==> src/logic/fdc_err_defs.svh <==
// Constants of the floppy controller error and reporting block.
// Assumes a 20 MHz pclk and byte-aligned APB word offsets.
//
// What this block does
// - Track mismatch aborts sector read/write (not FFR/FFW), sets rw end
// - Transfer fault flagged, no abort, no interrupt
// - CRC fault flags, aborts, sets end and summary
// - No data mark within 32 bytes aborts
// - Wrong sector aborts; head stays; clears when idle
// - Eighty-two steps without track zero: seek error
// - File inoperable aborts, drops head, read pulses clear
// - Write gate on protected disk aborts, drops head
// - Ready lost while busy: hard error, drop head
// - Reset clears flags except file inoperable, ready
// - Head unloads when settle time passes after rw end without command, unless a wrong sector ended it
// - Error summary is OR of error flags, bit 3
`ifndef FDC_ERR_DEFS_SVH
`define FDC_ERR_DEFS_SVH

`define OFS_CMD 8'h00
`define OFS_TARGET 8'h04
`define OFS_SETTLE 8'h08
`define OFS_MASK 8'h0C
`define OFS_DRIVE_ST 8'h10
`define OFS_ERROR_ST 8'h14
`define OFS_INT_ST 8'h18

`define CMD_STZ 4'h2
`define CMD_SEK 4'h3
`define CMD_SSR 4'h4
`define CMD_SSW 4'h5
`define CMD_RCR 4'h6
`define CMD_SWD 4'h7
`define CMD_FFR 4'hA
`define CMD_FFW 4'hB
`define CMD_MSR 4'hC
`define CMD_MSW 4'hD

`define ERR_XFER 0
`define ERR_CRC 1
`define ERR_MARK 2
`define ERR_SECTOR 3
`define ERR_SEEK 4
`define ERR_FI 5
`define ERR_WRITE 6
`define ERR_HARD 7
`define ISR_SUMMARY 3

`define MARK_WINDOW_BYTES 6'h20
`define STZ_MAX_STEPS 7'h52
`define SETTLE_UNIT_NS 1000000
`define PCLK_PERIOD_NS 50

`endif

==> src/logic/fdc_err_pkg.sv <==
// Types shared by the floppy controller error block.
// Assumes the command engine runs on the same pclk.
package fdc_err_pkg;

  typedef enum logic {
    ST_IDLE = 1'b0,
    ST_BUSY = 1'b1
  } run_state_t;

  // One-cycle events from the command engine
  typedef struct packed {
    logic byte_tick;
    logic id_found;
    logic [4:0] id_sector;
    logic id_crc_bad;
    logic data_crc_bad;
    logic mark_found;
    logic xfer_fault;
    logic track_ne;
    logic step_pulse;
    logic wgate_req;
    logic cmd_done;
  } engine_ev_t;

endpackage : fdc_err_pkg

==> src/logic/pin_sync.sv <==
// Two-flop synchroniser for drive pins.
// Assumes inputs are asynchronous to clk.
`timescale 1ns/10ps
module pin_sync #(
  parameter int WIDTH = 4
) (
  input wire logic clk,
  input wire logic rst_n,
  input wire logic [WIDTH-1:0] din,
  output logic [WIDTH-1:0] dout
);
  logic [WIDTH-1:0] meta_reg;

  always_ff @(posedge clk or negedge rst_n) begin
    if (!rst_n) begin
      meta_reg <= '0;
      dout <= '0;
    end else begin
      meta_reg <= din;
      dout <= meta_reg;
    end
  end
endmodule : pin_sync

==> src/logic/fdc_error_handling.sv <==
// Error detection and reporting of the floppy controller, APB slave.
// Assumes a command engine on pclk feeding engine_ev, drive pins async.
`timescale 1ns/10ps
`include "fdc_err_defs.svh"
module fdc_error_handling #(
  parameter int SETTLE_UNIT_CYC = `SETTLE_UNIT_NS / `PCLK_PERIOD_NS
) (
  input wire logic pclk,
  input wire logic presetn,
  input wire logic [7:0] paddr,
  input wire logic psel,
  input wire logic penable,
  input wire logic pwrite,
  input wire logic [31:0] pwdata,
  output logic [31:0] prdata,
  output logic pready,
  output logic pslverr,
  input wire logic drive_ready_input,
  input wire logic track_zero_input,
  input wire logic file_inoperable_input,
  input wire logic write_protect_input,
  input wire fdc_err_pkg::engine_ev_t engine_ev,
  output logic head_load_output,
  output logic write_gate_output,
  output logic fi_reset_output,
  output logic busy_output,
  output logic abort_output,
  output logic irq
);
  import fdc_err_pkg::*;

  ////////////////////////////////////////////////////////////////////
  // Pin synchronisers
  logic [3:0] pins_s;
  wire ready_s = pins_s[3];
  wire tz_s = pins_s[2];
  wire fi_s = pins_s[1];
  wire wp_s = pins_s[0];

  pin_sync #(.WIDTH(4)) u_pin_sync (
    .clk(pclk),
    .rst_n(presetn),
    .din({drive_ready_input, track_zero_input, file_inoperable_input,
          write_protect_input}),
    .dout(pins_s)
  );

  ////////////////////////////////////////////////////////////////////
  // State
  run_state_t state_reg;
  logic [3:0] cmd_reg;
  logic [4:0] target_sector_reg;
  logic [3:0] settle_reg;
  logic [3:0] mask_reg;
  logic [7:0] error_status_reg;
  logic track_ne_reg;
  logic rw_end_flag;
  logic seek_end_flag;
  logic ready_d_reg;
  logic mark_armed_reg;
  logic [5:0] mark_cnt_reg;
  logic [6:0] step_cnt_reg;
  logic settle_run_reg;
  logic [3:0] settle_cnt_reg;
  logic [14:0] unit_cnt_reg;

  wire busy = (state_reg == ST_BUSY);

  ////////////////////////////////////////////////////////////////////
  // Command classes
  function automatic logic is_read(input logic [3:0] c);
    is_read = (c == `CMD_SSR) || (c == `CMD_RCR) || (c == `CMD_MSR);
  endfunction : is_read

  function automatic logic is_write(input logic [3:0] c);
    is_write = (c == `CMD_SSW) || (c == `CMD_SWD) || (c == `CMD_MSW)
      || (c == `CMD_FFW);
  endfunction : is_write

  function automatic logic is_seek(input logic [3:0] c);
    is_seek = (c == `CMD_STZ) || (c == `CMD_SEK);
  endfunction : is_seek

  function automatic logic is_sector(input logic [3:0] c);
    is_sector = is_read(c) || (is_write(c) && c != `CMD_FFW);
  endfunction : is_sector

  function automatic logic is_valid(input logic [3:0] c);
    is_valid = is_read(c) || is_write(c) || is_seek(c) || c == `CMD_FFR;
  endfunction : is_valid

  wire cmd_rw = busy && !is_seek(cmd_reg);
  wire cmd_seek = busy && is_seek(cmd_reg);
  wire cmd_read = busy && is_read(cmd_reg);
  wire cmd_wr = busy && is_write(cmd_reg);
  wire cmd_sec = busy && is_sector(cmd_reg);
  wire cmd_stz = busy && cmd_reg == `CMD_STZ;

  ////////////////////////////////////////////////////////////////////
  // APB decode; zero wait state, read data captured in setup
  wire setup = psel && !penable;
  wire access = psel && penable && pready;
  wire wr = access && pwrite;
  wire rd = access && !pwrite;
  wire hit_cmd = paddr == `OFS_CMD;
  wire hit_tgt = paddr == `OFS_TARGET;
  wire hit_set = paddr == `OFS_SETTLE;
  wire hit_msk = paddr == `OFS_MASK;
  wire hit_drv = paddr == `OFS_DRIVE_ST;
  wire hit_err = paddr == `OFS_ERROR_ST;
  wire hit_isr = paddr == `OFS_INT_ST;
  wire hit_any = hit_cmd | hit_tgt | hit_set | hit_msk | hit_drv | hit_err | hit_isr;
  wire rd_err = rd && hit_err;
  wire rd_isr = rd && hit_isr;
  wire cmd_issue = wr && hit_cmd && !busy && is_valid(pwdata[3:0]);

  ////////////////////////////////////////////////////////////////////
  // Error detection
  wire tne_ev = cmd_sec && engine_ev.track_ne;
  wire mark_timeout = mark_armed_reg && engine_ev.byte_tick && !engine_ev.mark_found
    && mark_cnt_reg == `MARK_WINDOW_BYTES - 6'h01;
  wire sector_bad = cmd_sec && engine_ev.id_found
    && (engine_ev.id_sector != target_sector_reg || engine_ev.id_crc_bad);
  wire [7:0] err_set;
  assign err_set[`ERR_XFER] = busy && engine_ev.xfer_fault;
  assign err_set[`ERR_CRC] = cmd_rw && (engine_ev.data_crc_bad
    || engine_ev.id_crc_bad);
  assign err_set[`ERR_MARK] = cmd_read && mark_timeout;
  assign err_set[`ERR_SECTOR] = sector_bad;
  assign err_set[`ERR_SEEK] = cmd_stz && engine_ev.step_pulse && !tz_s
    && step_cnt_reg == `STZ_MAX_STEPS - 7'h01;
  assign err_set[`ERR_FI] = busy && fi_s;
  assign err_set[`ERR_WRITE] = cmd_wr && write_gate_output && wp_s;
  assign err_set[`ERR_HARD] = busy && ready_d_reg && !ready_s;

  // Transfer fault alone lets the command run on
  wire abort = tne_ev || (|err_set[7:1]);
  wire end_ev = busy && (abort || engine_ev.cmd_done);
  wire rw_end_set = end_ev && cmd_rw;
  wire seek_end_set = end_ev && cmd_seek;
  wire drop_head = err_set[`ERR_FI] || err_set[`ERR_WRITE] || err_set[`ERR_HARD]
    || (!busy && !ready_s);

  ////////////////////////////////////////////////////////////////////
  // Status views and read clear
  // Clearing only what was returned keeps a flag set between setup and access
  wire [7:0] error_view = {error_status_reg[7:6], fi_s, error_status_reg[4:0]};
  wire summary = |error_view;
  wire [3:0] isr_view = {summary, 1'b0, seek_end_flag, rw_end_flag};
  // Transfer fault shows in the summary bit but never interrupts
  wire [3:0] isr_irq = {|error_view[7:1], 1'b0, seek_end_flag, rw_end_flag};
  wire [7:0] drive_view = {busy, 1'b0, track_ne_reg, wp_s, tz_s, ready_s, 2'b00};
  wire [7:0] err_clr = rd_err ? (prdata[7:0] & {4'hF, !busy, 3'h7}) : 8'h00;
  wire [7:0] error_next = ((error_status_reg & ~err_clr) | err_set) & 8'hDF;
  wire rw_end_next = (rw_end_flag && !(rd_isr && prdata[0])) || rw_end_set;
  wire seek_end_next = (seek_end_flag && !(rd_isr && prdata[1])) || seek_end_set;
  wire [31:0] rd_mux = hit_tgt ? {27'h0, target_sector_reg}
    : hit_set ? {28'h0, settle_reg}
    : hit_msk ? {28'h0, mask_reg}
    : hit_drv ? {24'h0, drive_view}
    : hit_err ? {24'h0, error_view}
    : hit_isr ? {28'h0, isr_view} : 32'h0;

  ////////////////////////////////////////////////////////////////////
  // Head settle timer on a one-cycle unit enable
  wire unit_tick = unit_cnt_reg == 15'(SETTLE_UNIT_CYC - 1);
  wire settle_done = settle_run_reg && settle_cnt_reg == settle_reg;
  wire head_next = drop_head ? 1'b0 : cmd_issue ? 1'b1
    : settle_done ? 1'b0 : head_load_output;
  wire wgate_next = cmd_wr && engine_ev.wgate_req && !abort && !drop_head;

  ////////////////////////////////////////////////////////////////////
  // Registers
  always_ff @(posedge pclk or negedge presetn) begin
    if (!presetn) begin
      pready <= 1'b0;
      prdata <= 32'h0;
      pslverr <= 1'b0;
    end else begin
      pready <= 1'b1;
      prdata <= setup ? rd_mux : prdata;
      pslverr <= setup ? !hit_any : 1'b0;
    end
  end

  always_ff @(posedge pclk or negedge presetn) begin
    if (!presetn) begin
      cmd_reg <= 4'h0;
      target_sector_reg <= 5'h00;
      settle_reg <= 4'h0;
      mask_reg <= 4'h0;
    end else begin
      if (cmd_issue) cmd_reg <= pwdata[3:0];
      if (wr && hit_tgt) target_sector_reg <= pwdata[4:0];
      if (wr && hit_set) settle_reg <= pwdata[3:0];
      if (wr && hit_msk) mask_reg <= pwdata[3:0];
    end
  end

  always_ff @(posedge pclk or negedge presetn) begin
    if (!presetn) begin
      state_reg <= ST_IDLE;
      busy_output <= 1'b0;
      abort_output <= 1'b0;
    end else begin
      if (cmd_issue) state_reg <= ST_BUSY;
      else if (end_ev) state_reg <= ST_IDLE;
      busy_output <= cmd_issue || (busy && !end_ev);
      abort_output <= busy && abort;
    end
  end

  // Flags; file inoperable and ready are live pin views
  always_ff @(posedge pclk or negedge presetn) begin
    if (!presetn) begin
      error_status_reg <= 8'h00;
      rw_end_flag <= 1'b0;
      seek_end_flag <= 1'b0;
      track_ne_reg <= 1'b0;
      irq <= 1'b0;
      fi_reset_output <= 1'b0;
    end else begin
      error_status_reg <= error_next;
      rw_end_flag <= rw_end_next;
      seek_end_flag <= seek_end_next;
      if (cmd_issue && is_sector(pwdata[3:0])) track_ne_reg <= 1'b0;
      else if (busy && engine_ev.track_ne) track_ne_reg <= 1'b1;
      irq <= |(isr_irq & mask_reg);
      fi_reset_output <= rd_err && fi_s;
    end
  end

  always_ff @(posedge pclk or negedge presetn) begin
    if (!presetn) begin
      ready_d_reg <= 1'b0;
      mark_armed_reg <= 1'b0;
      mark_cnt_reg <= 6'h00;
      step_cnt_reg <= 7'h00;
    end else begin
      ready_d_reg <= ready_s;
      if (cmd_read && engine_ev.id_found && !sector_bad) begin
        mark_armed_reg <= 1'b1;
        mark_cnt_reg <= 6'h00;
      end else if (end_ev || engine_ev.mark_found || mark_timeout) begin
        mark_armed_reg <= 1'b0;
      end else if (mark_armed_reg && engine_ev.byte_tick) begin
        mark_cnt_reg <= mark_cnt_reg + 6'h01;
      end
      if (cmd_issue) step_cnt_reg <= 7'h00;
      else if (cmd_stz && engine_ev.step_pulse && step_cnt_reg != `STZ_MAX_STEPS)
        step_cnt_reg <= step_cnt_reg + 7'h01;
    end
  end

  // Sector fault keeps the head loaded past the settle time
  always_ff @(posedge pclk or negedge presetn) begin
    if (!presetn) begin
      unit_cnt_reg <= 15'h0000;
      settle_run_reg <= 1'b0;
      settle_cnt_reg <= 4'h0;
      head_load_output <= 1'b0;
      write_gate_output <= 1'b0;
    end else begin
      unit_cnt_reg <= unit_tick ? 15'h0000 : unit_cnt_reg + 15'h0001;
      if (rw_end_set && !sector_bad) begin
        settle_run_reg <= 1'b1;
        settle_cnt_reg <= 4'h0;
      end else if (cmd_issue || settle_done) begin
        settle_run_reg <= 1'b0;
      end else if (settle_run_reg && unit_tick) begin
        settle_cnt_reg <= settle_cnt_reg + 4'h1;
      end
      head_load_output <= head_next;
      write_gate_output <= wgate_next;
    end
  end
endmodule : fdc_error_handling

==> config.mk <==
export PLATFORM = sky130hd
export DESIGN_NAME = fdc_error_handling
export DESIGN_NICKNAME = d
export VERILOG_FILES = /design/src/logic/fdc_err_pkg.sv /design/src/logic/pin_sync.sv /design/src/logic/fdc_error_handling.sv
export VERILOG_INCLUDE_DIRS = /design/src /design/src/logic
export SDC_FILE = /design/constraint.sdc
export NUM_CORES = 1
export LEC_CHECK = 0
export ABC_CLOCK_PERIOD_IN_PS = 2300
export BUFFER_PORTS_ARGS = -buffer_cell sky130_fd_sc_hd__buf_2
export CAP_MARGIN = 0
export CORE_ASPECT_RATIO = 1.25
export CORE_MARGIN = 4
export CORE_UTILIZATION = 49
export CTS_CLUSTER_SIZE = 12
export DETAILED_ROUTE_END_ITERATION = 8
export PLACE_DENSITY = 0.84
export SLEW_MARGIN = 20
export SYNTH_ARGS = -nofsm -noshare
export SYNTH_HDL_FRONTEND = slang
export SYNTH_SLANG_ARGS = --single-unit
==> constraint.sdc <==
create_clock -name pclk -period 2.3 [get_ports pclk]
set_input_delay 0.345 -clock pclk [delete_from_list [all_inputs] [get_ports pclk]]
set_output_delay 0.345 -clock pclk [all_outputs]
set_load 0.03 [all_outputs]
==> impl_metrics.yaml, run 1 <==
worst_setup_path:
  required_ps: 2550
  timing.rr.start: "cmd_reg[2]"
  reg2regPathDepth: 9
  rr_endpoint: "mark_cnt_reg[4]"
  crit_arrival_ps: 2580
  critPathLaunchType: "flip-flop"
  rrSetupSlack_ps: -30
  path_class: "reg -> reg"
  end_kind: "flip-flop"
  crit_fanout: 6
floorplan:
  die_h_um: 113
  die-area_sq_mm: 0.0104
  chipWidth_um: 92.2
  ios: 104
  initial_utilization_pct: 50.2
  num_rows: 38
  coreArea_sq_mm: 0.00865
sta:
  final.min_clock_period_ps: 2330
  fmax_mhz: 428
  layout_setup_ws_ps: -33.9
  timing.final.hold_violations: 0
  slew_violations: 0
  period_share_pct: 101
  tightest_slew_ps: 552
  whs_ps: 86.2
  finClkSkew_ps: 5.82
  rsz0062_at_grt: "true"
  setup_violations: 2
  relSlewSlack_pct: 63.2
placement:
  port_buffers: 52
  place_congestion: 0.984
  place_area_sq_mm: 0.00486
  pre_cts_ws_ps: -110
  dp_hpwl_um: 7360
cts:
  numCtsBuffers: 9
  h-tree-depth: 3
  cts_tree: "built"
  clkTransAtPathRegs_ps: 80
  cts.sinks: 87
  cts_buffer_depth: 2
  root_buffer: "clkbuf_8"
  clock_latency_ps: 360
global_route:
  grt_pass1_wl_um: 16700
  grt_max_degree: 51
  track_usage_pct: 20.2
  antenna_found_initial: 0
  grt_pass1_vias: 3585
  overflow: 0
layout:
  final_area_sq_mm: 0.00523
  area_delta_synth_final_pct: 20.4
  layout-drive-gt1-share_pct: 30.7
  nets: 578
  antenna_cells: 0
  largest_reg_flops: 15
synth:
  synth_seq_cells: 87
  ys_seq_area_share_pct: 50.1
  yosys.area.top_type: "dfrtp_1"
  synthTopCellsByArea: "dfrtp_1 (50%), mux2_2 (5.4%), buf_4 (4.1%), xor2_1 (3.2%), nand2_1 (3.1%)"
  async_reset_ff_share_pct: 100
  synth_edf_count: 0
  synth_cells: 416
  synthFlopType: "dfrtp_1"
  yosys.cell_types.count: 57
  netlist_area_sq_mm: 0.00434
  syn_avg_cell_area_sq_um: 10.4
  ys_warn_count: 0
  netlist.area_leader.share_pct: 50.1
routing:
  ant_nets: 0
  firstDrtPassIters: 5
  drt-initial-drc-count: 224
  vias: 3552
  drc_errors: 0
  viasPerCell: 5.63
  post_drt_wl_per_cell_um: 16.3
  drt_wl_total_um: 10300
worst_hold_path:
  holdPathEnd: "u_pin_sync.meta_reg[2]"
  hp-class: "in -> reg"
  worstHoldStart: "track_zero_input"
  hold_depth: 1
status:
  violations: "setup timing"
  status: "finished, violations left"
pwr:
  power_density_mw_per_mm2: 542
  power_leakage_uw: 0.00251
  vdd_drop_max_uv: 299
flow_run:
  max_cap_violations: 0
[power by group]
group / switching (uW) / internal (uW) / total [uW]
combinational: 148 / 58.5 / 207
clock: 516 / 549 / 1060
sequential: 15.4 / 1550 / 1560
total: 679 / 2150 / 2830
[repair_timing]
item	in CTS	in global routing
endpoints found under the setup margin	3	13
pin swaps	11	9
hold buffers	1	0
buffers inserted	6	4
resized for setup	10	11
hold endpoints to repair	37	0
[critical path, stage by stage, from the launching register on]
cell	delay, ps
dfrtp_1	410
buf_6	130
buf_4	140
and4b_2	230
a21o_2	210
o41a_1	500
buf_4	180
buf_6	120
o31ai_4	230
a21oi_2	70
[how the worst max path moves through the flow]
| stage | startpoint | to | slack (ps) | depth (start not counted) |
|---|---|---|---|---|
| after floorplan | step_cnt_reg[0] | mark_cnt_reg[3] | 9 | 7 |
| after global placement | engine_ev[12] | mark_cnt_reg[3] | -50 | 8 |
| after detailed placement | engine_ev[12] | mark_cnt_reg[3] | -110 | 8 |
| after CTS | cmd_reg[3] | mark_cnt_reg[4] | -30 | 6 |
| after global routing | cmd_reg[2] | mark_cnt_reg[4] | -130 | 6 |
| final | cmd_reg[2] | mark_cnt_reg[4] | -30 | 9 |
[layout by cell type (no fill, tap or decap), drive strengths merged, types with 12 or more instances in the layout]
| master | count |
|---|---|
| a21oi | 12 |
| buf | 94 |
| conb | 25 |
| dfrtp | 87 |
| mux2 | 21 |
| nand2 | 36 |
| nand3 | 17 |
| nand4 | 12 |
| nor2 | 31 |
| nor3 | 16 |
| o21ai | 15 |
| xnor2 | 15 |
| xor2 | 16 |
[logic make-up (layout without fill, tap and decap cells)]
group | after synthesis | in the layout | synth area share, %
mux | 24 | 24 | 6.14
other cells | 2 | 25 | 0.173
buf+inv | 46 | 118 | 6.28
flops | 87 | 87 | 50.1
xor+xnor | 31 | 31 | 6.25
simple gates | 150 | 150 | 17.9
compound gates | 70 | 70 | 11.4
fa+ha+maj | 6 | 6 | 1.73
[area by class of cell]
class                           count  area [sq um]
Clock buffer                       11           151
Multi-Input combinational cell    306          2060
Tap cell                          120           150
Clock inverter                      3          43.8
Sequential cell                    87          2180
Inverter                            9          33.8
Fill cell                         716          3420
Timing Repair Buffer               95           608
[cells in the mapped netlist (2+ instances only)]
cell and number:
o21ai_0 15, buf_2 2, o41ai_1 4, a21oi_1 12
xnor2_1 15, and2_1 2, a21o_2 2, and3_1 9
nor2_1 31, mux2_2 21, a21boi_0 3, a22oi_1 3
ha_1 6, nand2b_1 2, nor2b_1 6, nand3_1 17
buf_4 24, clkbuf_1 9, dfrtp_1 87, nor3_1 16
nand2_1 36, nor4_1 4, or4_1 4, nand4_1 12
mux2i_1 3, a31o_2 3, conb_1 2, a22o_2 2
a22o_1 8, a31oi_1 2, and4_1 2, o31ai_1 4
inv_1 9, xor2_1 16
[through the flow]
step	cells	setup TNS [ps]	utilization (%)	total power, uW
floorplan	439	0	-	1720
global placement	606	-123	56.1	1780
detailed placement	606	-309	56.1	1790
CTS	627	-27.3	59.4	2840
global route	631	-487	60.4	2940
finish	631	-43.6	60.4	2830
[metal layers]
metal | GRT usage (%) | share of wire (%)
met1 | 22.8 | 38
met2 | 35.4 | 52
met3 | 4.32 | 6.4
met4 | 10.8 | 3.7
met5 | 0 | 0
No activity file was read; power rests on OpenSTA's default activity.
==> run 2: changes to the inputs <==
ABC_CLOCK_PERIOD_IN_PS = 2170   (was 2300)
CORE_UTILIZATION = 50   (was 49)
GPL_ROUTABILITY_DRIVEN = 0   (was default)
PLACE_DENSITY = 0.82   (was 0.84)
clock period = 2.17 ns   (was 2.3 ns; I/O delays follow)
==> impl_metrics.yaml, run 2 (same netlist as run 1, synthesis figures left out) <==
cts:
  numCtsBuffers: 9
  clock_latency_ps: 350
  cts_tree: "built"
  cts.sinks: 87
  cts_buffer_depth: 2
  root_buffer: "clkbuf_8"
  clkTransAtPathRegs_ps: 90
  h-tree-depth: 3
routing:
  firstDrtPassIters: 5
  post_drt_wl_per_cell_um: 16.9
  drt_wl_total_um: 10300
  ant_nets: 0
  viasPerCell: 5.78
  drc_errors: 0
  drt-initial-drc-count: 246
  vias: 3529
status:
  status: "finished, violations left"
  violations: "setup timing"
global_route:
  grt_max_degree: 64
  grt_pass1_vias: 3556
  overflow: 0
  track_usage_pct: 20.0
  antenna_found_initial: 1
  grt_pass1_wl_um: 16600
pwr:
  power_density_mw_per_mm2: 590
  power_leakage_uw: 0.00253
  vdd_drop_max_uv: 277
layout:
  antenna_cells: 0
  final_area_sq_mm: 0.00528
  largest_reg_flops: 15
  mostFrequentLayoutCells: "dfrtp_1 (86), buf_2 (51), buf_4 (41), nand2_1 (35), nor2_1 (30)"
  layout-drive-gt1-share_pct: 31.7
  layout_commonest_cell: "dfrtp_1"
  final_util_pct: 63.3
  area_delta_synth_final_pct: 21.5
  nets: 580
  fin_cells: 611
worst_setup_path:
  critPathLaunchType: "flip-flop"
  required_ps: 2450
  path_class: "reg -> reg"
  crit_fanout: 5
  end_kind: "flip-flop"
  crit_arrival_ps: 2670
placement:
  dp_hpwl_um: 7460
  place_area_sq_mm: 0.00492
  port_buffers: 52
  dp_cells: 590
sta:
  fmax_mhz: 419
  tightest_slew_ps: 538
  relSlewSlack_pct: 64.1
  slew_violations: 0
  whs_ps: 76.1
  period_share_pct: 110
  setup_violations: 8
  final.min_clock_period_ps: 2390
  rsz0062_at_grt: "true"
  timing.final.hold_violations: 0
  finClkSkew_ps: 11.4
  fin_tns_setup_ps: -545
  layout_setup_ws_ps: -218
floorplan:
  ios: 104
  initial_utilization_pct: 52.1
  die_h_um: 112
  chipWidth_um: 91.4
  die-area_sq_mm: 0.0103
  coreArea_sq_mm: 0.00833
  num_rows: 37
flow_run:
  max_cap_violations: 0
worst_hold_path:
  hp-class: "in -> reg"
==> run 2: changes by cell type in the layout (fill, tap and decap cells not counted), sizes merged <==
cell      change
buf           +2
bufinv        +1
clkbuf        -1
clkinv        -2
clkinvlp      +3
==> run 2: cell type report <==
cell class | instances | area, sq um
clock buffer | 10 | 138
multi-input combinational | 306 | 2090
inverter | 9 | 33.8
clock inverter | 5 | 82.6
fill | 638 | 3060
timing repair buffer | 97 | 636
tap | 97 | 121
sequential | 87 | 2180
==> run 2: report_power, final <==
part / leakage (uW) / total (uW) / switching [uW] / internal [uW]
sequential: 0.00116 / 1660 / 16.4 / 1640
clock: 0.000101 / 1240 / 569 / 673
combinational: 0.00128 / 219 / 157 / 61.7
total: 0.00253 / 3120 / 742 / 2370
==> run 2: stage by stage <==
| step | total power [uW] | setup slack [ps] |
|---|---|---|
| after global routing | 3240 | -255 |
| after floorplan | 1830 | -61.1 |
| after global placement | 1890 | -124 |
| after detailed placement | 1900 | -137 |
| after CTS | 3120 | -106 |
| final | 3120 | -218 |
==> run 2: final timing paths <==
path | start | to | slack (ps) | depth (start not counted)
min in group asynchronous | presetn | pready | 420 | 2
min | file_inoperable_input | u_pin_sync.meta_reg[1] | 80 | 1
min reg2reg | u_pin_sync.meta_reg[2] | u_pin_sync.dout[2] | 360 | 0
max reg2reg | cmd_reg[3] | mark_cnt_reg[4] | -220 | 6
max | cmd_reg[3] | mark_cnt_reg[4] | -220 | 6
max in group asynchronous | presetn | cmd_reg[2] | 1100 | 3
==> run 2: routing by layer <==
| metal | routed length [um] | GRT usage (%) | vias up |
|---|---|---|---|
| li1 | - | - | 1624 |
| met1 | 4110 | 24.2 | 1722 |
| met2 | 5330 | 34.4 | 152 |
| met3 | 643 | 5.29 | 29 |
| met4 | 255 | 6.94 | 2 |
| met5 | 7 | 0 | - |
==> run 2: what timing repair did <==
| action | CTS | global route |
|---|---|---|
| pin swaps | 0 | 12 |
| setup endpoints to repair | 5 | 16 |
| hold buffers | 1 | 0 |
| hold endpoints to repair | 24 | 0 |
| setup buffers | 0 | 6 |
| gates resized for setup | 6 | 15 |
==> run 2: worst max-delay path, cell delays in order, from the launching register on <==
cell and delay, ps:
dfrtp_1 420, nand2_2 120, and4_4 210, a311o_2 370, o41a_1 510, or4_4 550, a21oi_2 130
==> run 3: changes to the inputs <==
CELL_PAD_IN_SITES_DETAIL_PLACEMENT = 1   (was default)
CELL_PAD_IN_SITES_GLOBAL_PLACEMENT = 1   (was default)
CORE_UTILIZATION = 41   (was 50)
PLACE_DENSITY = 0.86   (was 0.82)
==> impl_metrics.yaml, run 3 (same netlist as run 1, synthesis figures left out) <==
placement:
  dp_hpwl_um: 9280
  dp_cells: 626
  port_buffers: 52
floorplan:
  coreArea_sq_mm: 0.0102
  chipWidth_um: 100
  die-area_sq_mm: 0.0123
  die_h_um: 123
  ios: 104
  initial_utilization_pct: 42.5
  num_rows: 41
routing:
  viasPerCell: 5.69
  drc_errors: 0
  drt_wl_total_um: 13800
  vias: 3726
  ant_nets: 0
  drt-initial-drc-count: 256
  firstDrtPassIters: 4
  post_drt_wl_per_cell_um: 21.0
global_route:
  antenna_found_initial: 0
  grt_pass1_wl_um: 21200
  grt_max_degree: 46
  grt_pass1_vias: 3987
  overflow: 0
  track_usage_pct: 22.6
layout:
  layout-drive-gt1-share_pct: 33.8
  nFillCells: 1140
  nets: 591
  mostFrequentLayoutCells: "dfrtp_1 (85), buf_4 (52), buf_2 (51), nand2_1 (35), nor2_1 (31)"
  largest_reg_flops: 15
  area_delta_synth_final_pct: 27.6
  fin_cells: 655
  antenna_cells: 0
  layout_commonest_cell: "dfrtp_1"
worst_setup_path:
  end_kind: "flip-flop"
  crit_arrival_ps: 2640
  path_class: "reg -> reg"
  crit_fanout: 5
  critPathLaunchType: "flip-flop"
  required_ps: 2450
sta:
  rsz0062_at_grt: "true"
  finClkSkew_ps: 14.2
  final.min_clock_period_ps: 2360
  fmax_mhz: 424
  setup_violations: 13
  layout_setup_ws_ps: -189
  relSlewSlack_pct: 60.5
  period_share_pct: 109
  tightest_slew_ps: 592
  timing.final.hold_violations: 0
  slew_violations: 0
pwr:
  p_seq_share_pct: 47.2
  p_switching_uw: 896
  p_total_uw: 3510
  vdd_drop_max_uv: 547
  p_clk_share_pct: 45.8
  power_leakage_uw: 0.00265
  switching_share_pct: 25.5
  power_density_mw_per_mm2: 634
  internal-power_uw: 2620
  power_frac_comb_pct: 7.0
worst_hold_path:
  hp-class: "in -> reg"
cts:
  root_buffer: "clkbuf_16"
  cts_tree: "built"
  numCtsBuffers: 9
  clkTransAtPathRegs_ps: 70
  clock_latency_ps: 350
  cts.sinks: 87
  cts_buffer_depth: 2
  h-tree-depth: 3
status:
  status: "finished, violations left"
  violations: "setup timing"
flow_run:
  max_cap_violations: 0
[run 3: cell types whose count changed in the layout (fill, tap and decap cells not counted), moves of 2 or more]
cell        change
a22o_2          -2
clkbuf_8       -10
buf_4          +11
clkinv_4        +3
clkinvlp_4      -2
a22o_4          +2
clkbuf_16       +9
[run 3: final timing paths]
kind,from,to,slack [ps],cells past startpoint
min in group asynchronous,presetn,unit_cnt_reg[2],520,2
worst min register to register,u_pin_sync.meta_reg[2],u_pin_sync.dout[2],360,0
max in group asynchronous,presetn,pslverr,1020,3
worst min-delay path,file_inoperable_input,u_pin_sync.meta_reg[1],80,1
worst max-delay path,cmd_reg[3],mark_cnt_reg[4],-190,6
worst max register to register,cmd_reg[3],mark_cnt_reg[4],-190,6
[run 3: repair_timing]
action	CTS	global route
hold buffers	1	0
buffers inserted	3	9
resized for setup	10	19
setup endpoints to repair	15	19
endpoints found under the hold margin	31	0
pin swaps	4	15
[run 3: power groups by stage]
stage / Combinational, uW / Sequential [uW] / Clock (uW)
2_1_floorplan: 140 / 1690 / 0
3_3_place_gp: 214 / 1690 / 0
3_5_place_dp: 224 / 1690 / 0
4_1_cts: 230 / 1660 / 1640
5_1_grt: 266 / 1660 / 1720
6_report: 245 / 1660 / 1610
[run 3: layout make-up]
class,count,area (sq um),share of cell area (%)
multi-input combinational,306,2140,38.6
timing repair buffer,108,718,13.0
sequential,87,2180,39.3
clock inverter,7,85.1,1.53
clock buffer,9,225,4.06
inverter,9,33.8,0.609
tap,129,161,2.91
[run 3: per-layer routing]
metal  wire [um]  up-vias  global-route usage, %
met5           0        -                      0
met4         645        0                   13.4
met3         766       50                   5.64
met2        7420      133                   40.2
met1        4950     1891                   24.1
li1            -     1652                      -
[run 3: metrics by stage]
step / util (%) / setup TNS (ps) / setup slack (ps) / area (sq um) / hold WS (ps)
floorplan: - / -62.0 / -61.1 / 4460 / 29.9
global placement: 48.9 / -679 / -159 / 4990 / 337
detailed placement: 48.9 / -2100 / -242 / 4990 / 346
CTS: 52.6 / -306 / -152 / 5370 / 63.9
global route: 54.3 / -2270 / -276 / 5540 / 64.3
finish: 54.3 / -941 / -189 / 5540 / 75.6
[run 3: critical path, stage by stage, from the launching register on]
cell and delay [ps]:
dfrtp_2 450, nor3b_2 240, nor2_1 110, a311o_2 350, o41a_1 460, or4_4 540
a21oi_2 150
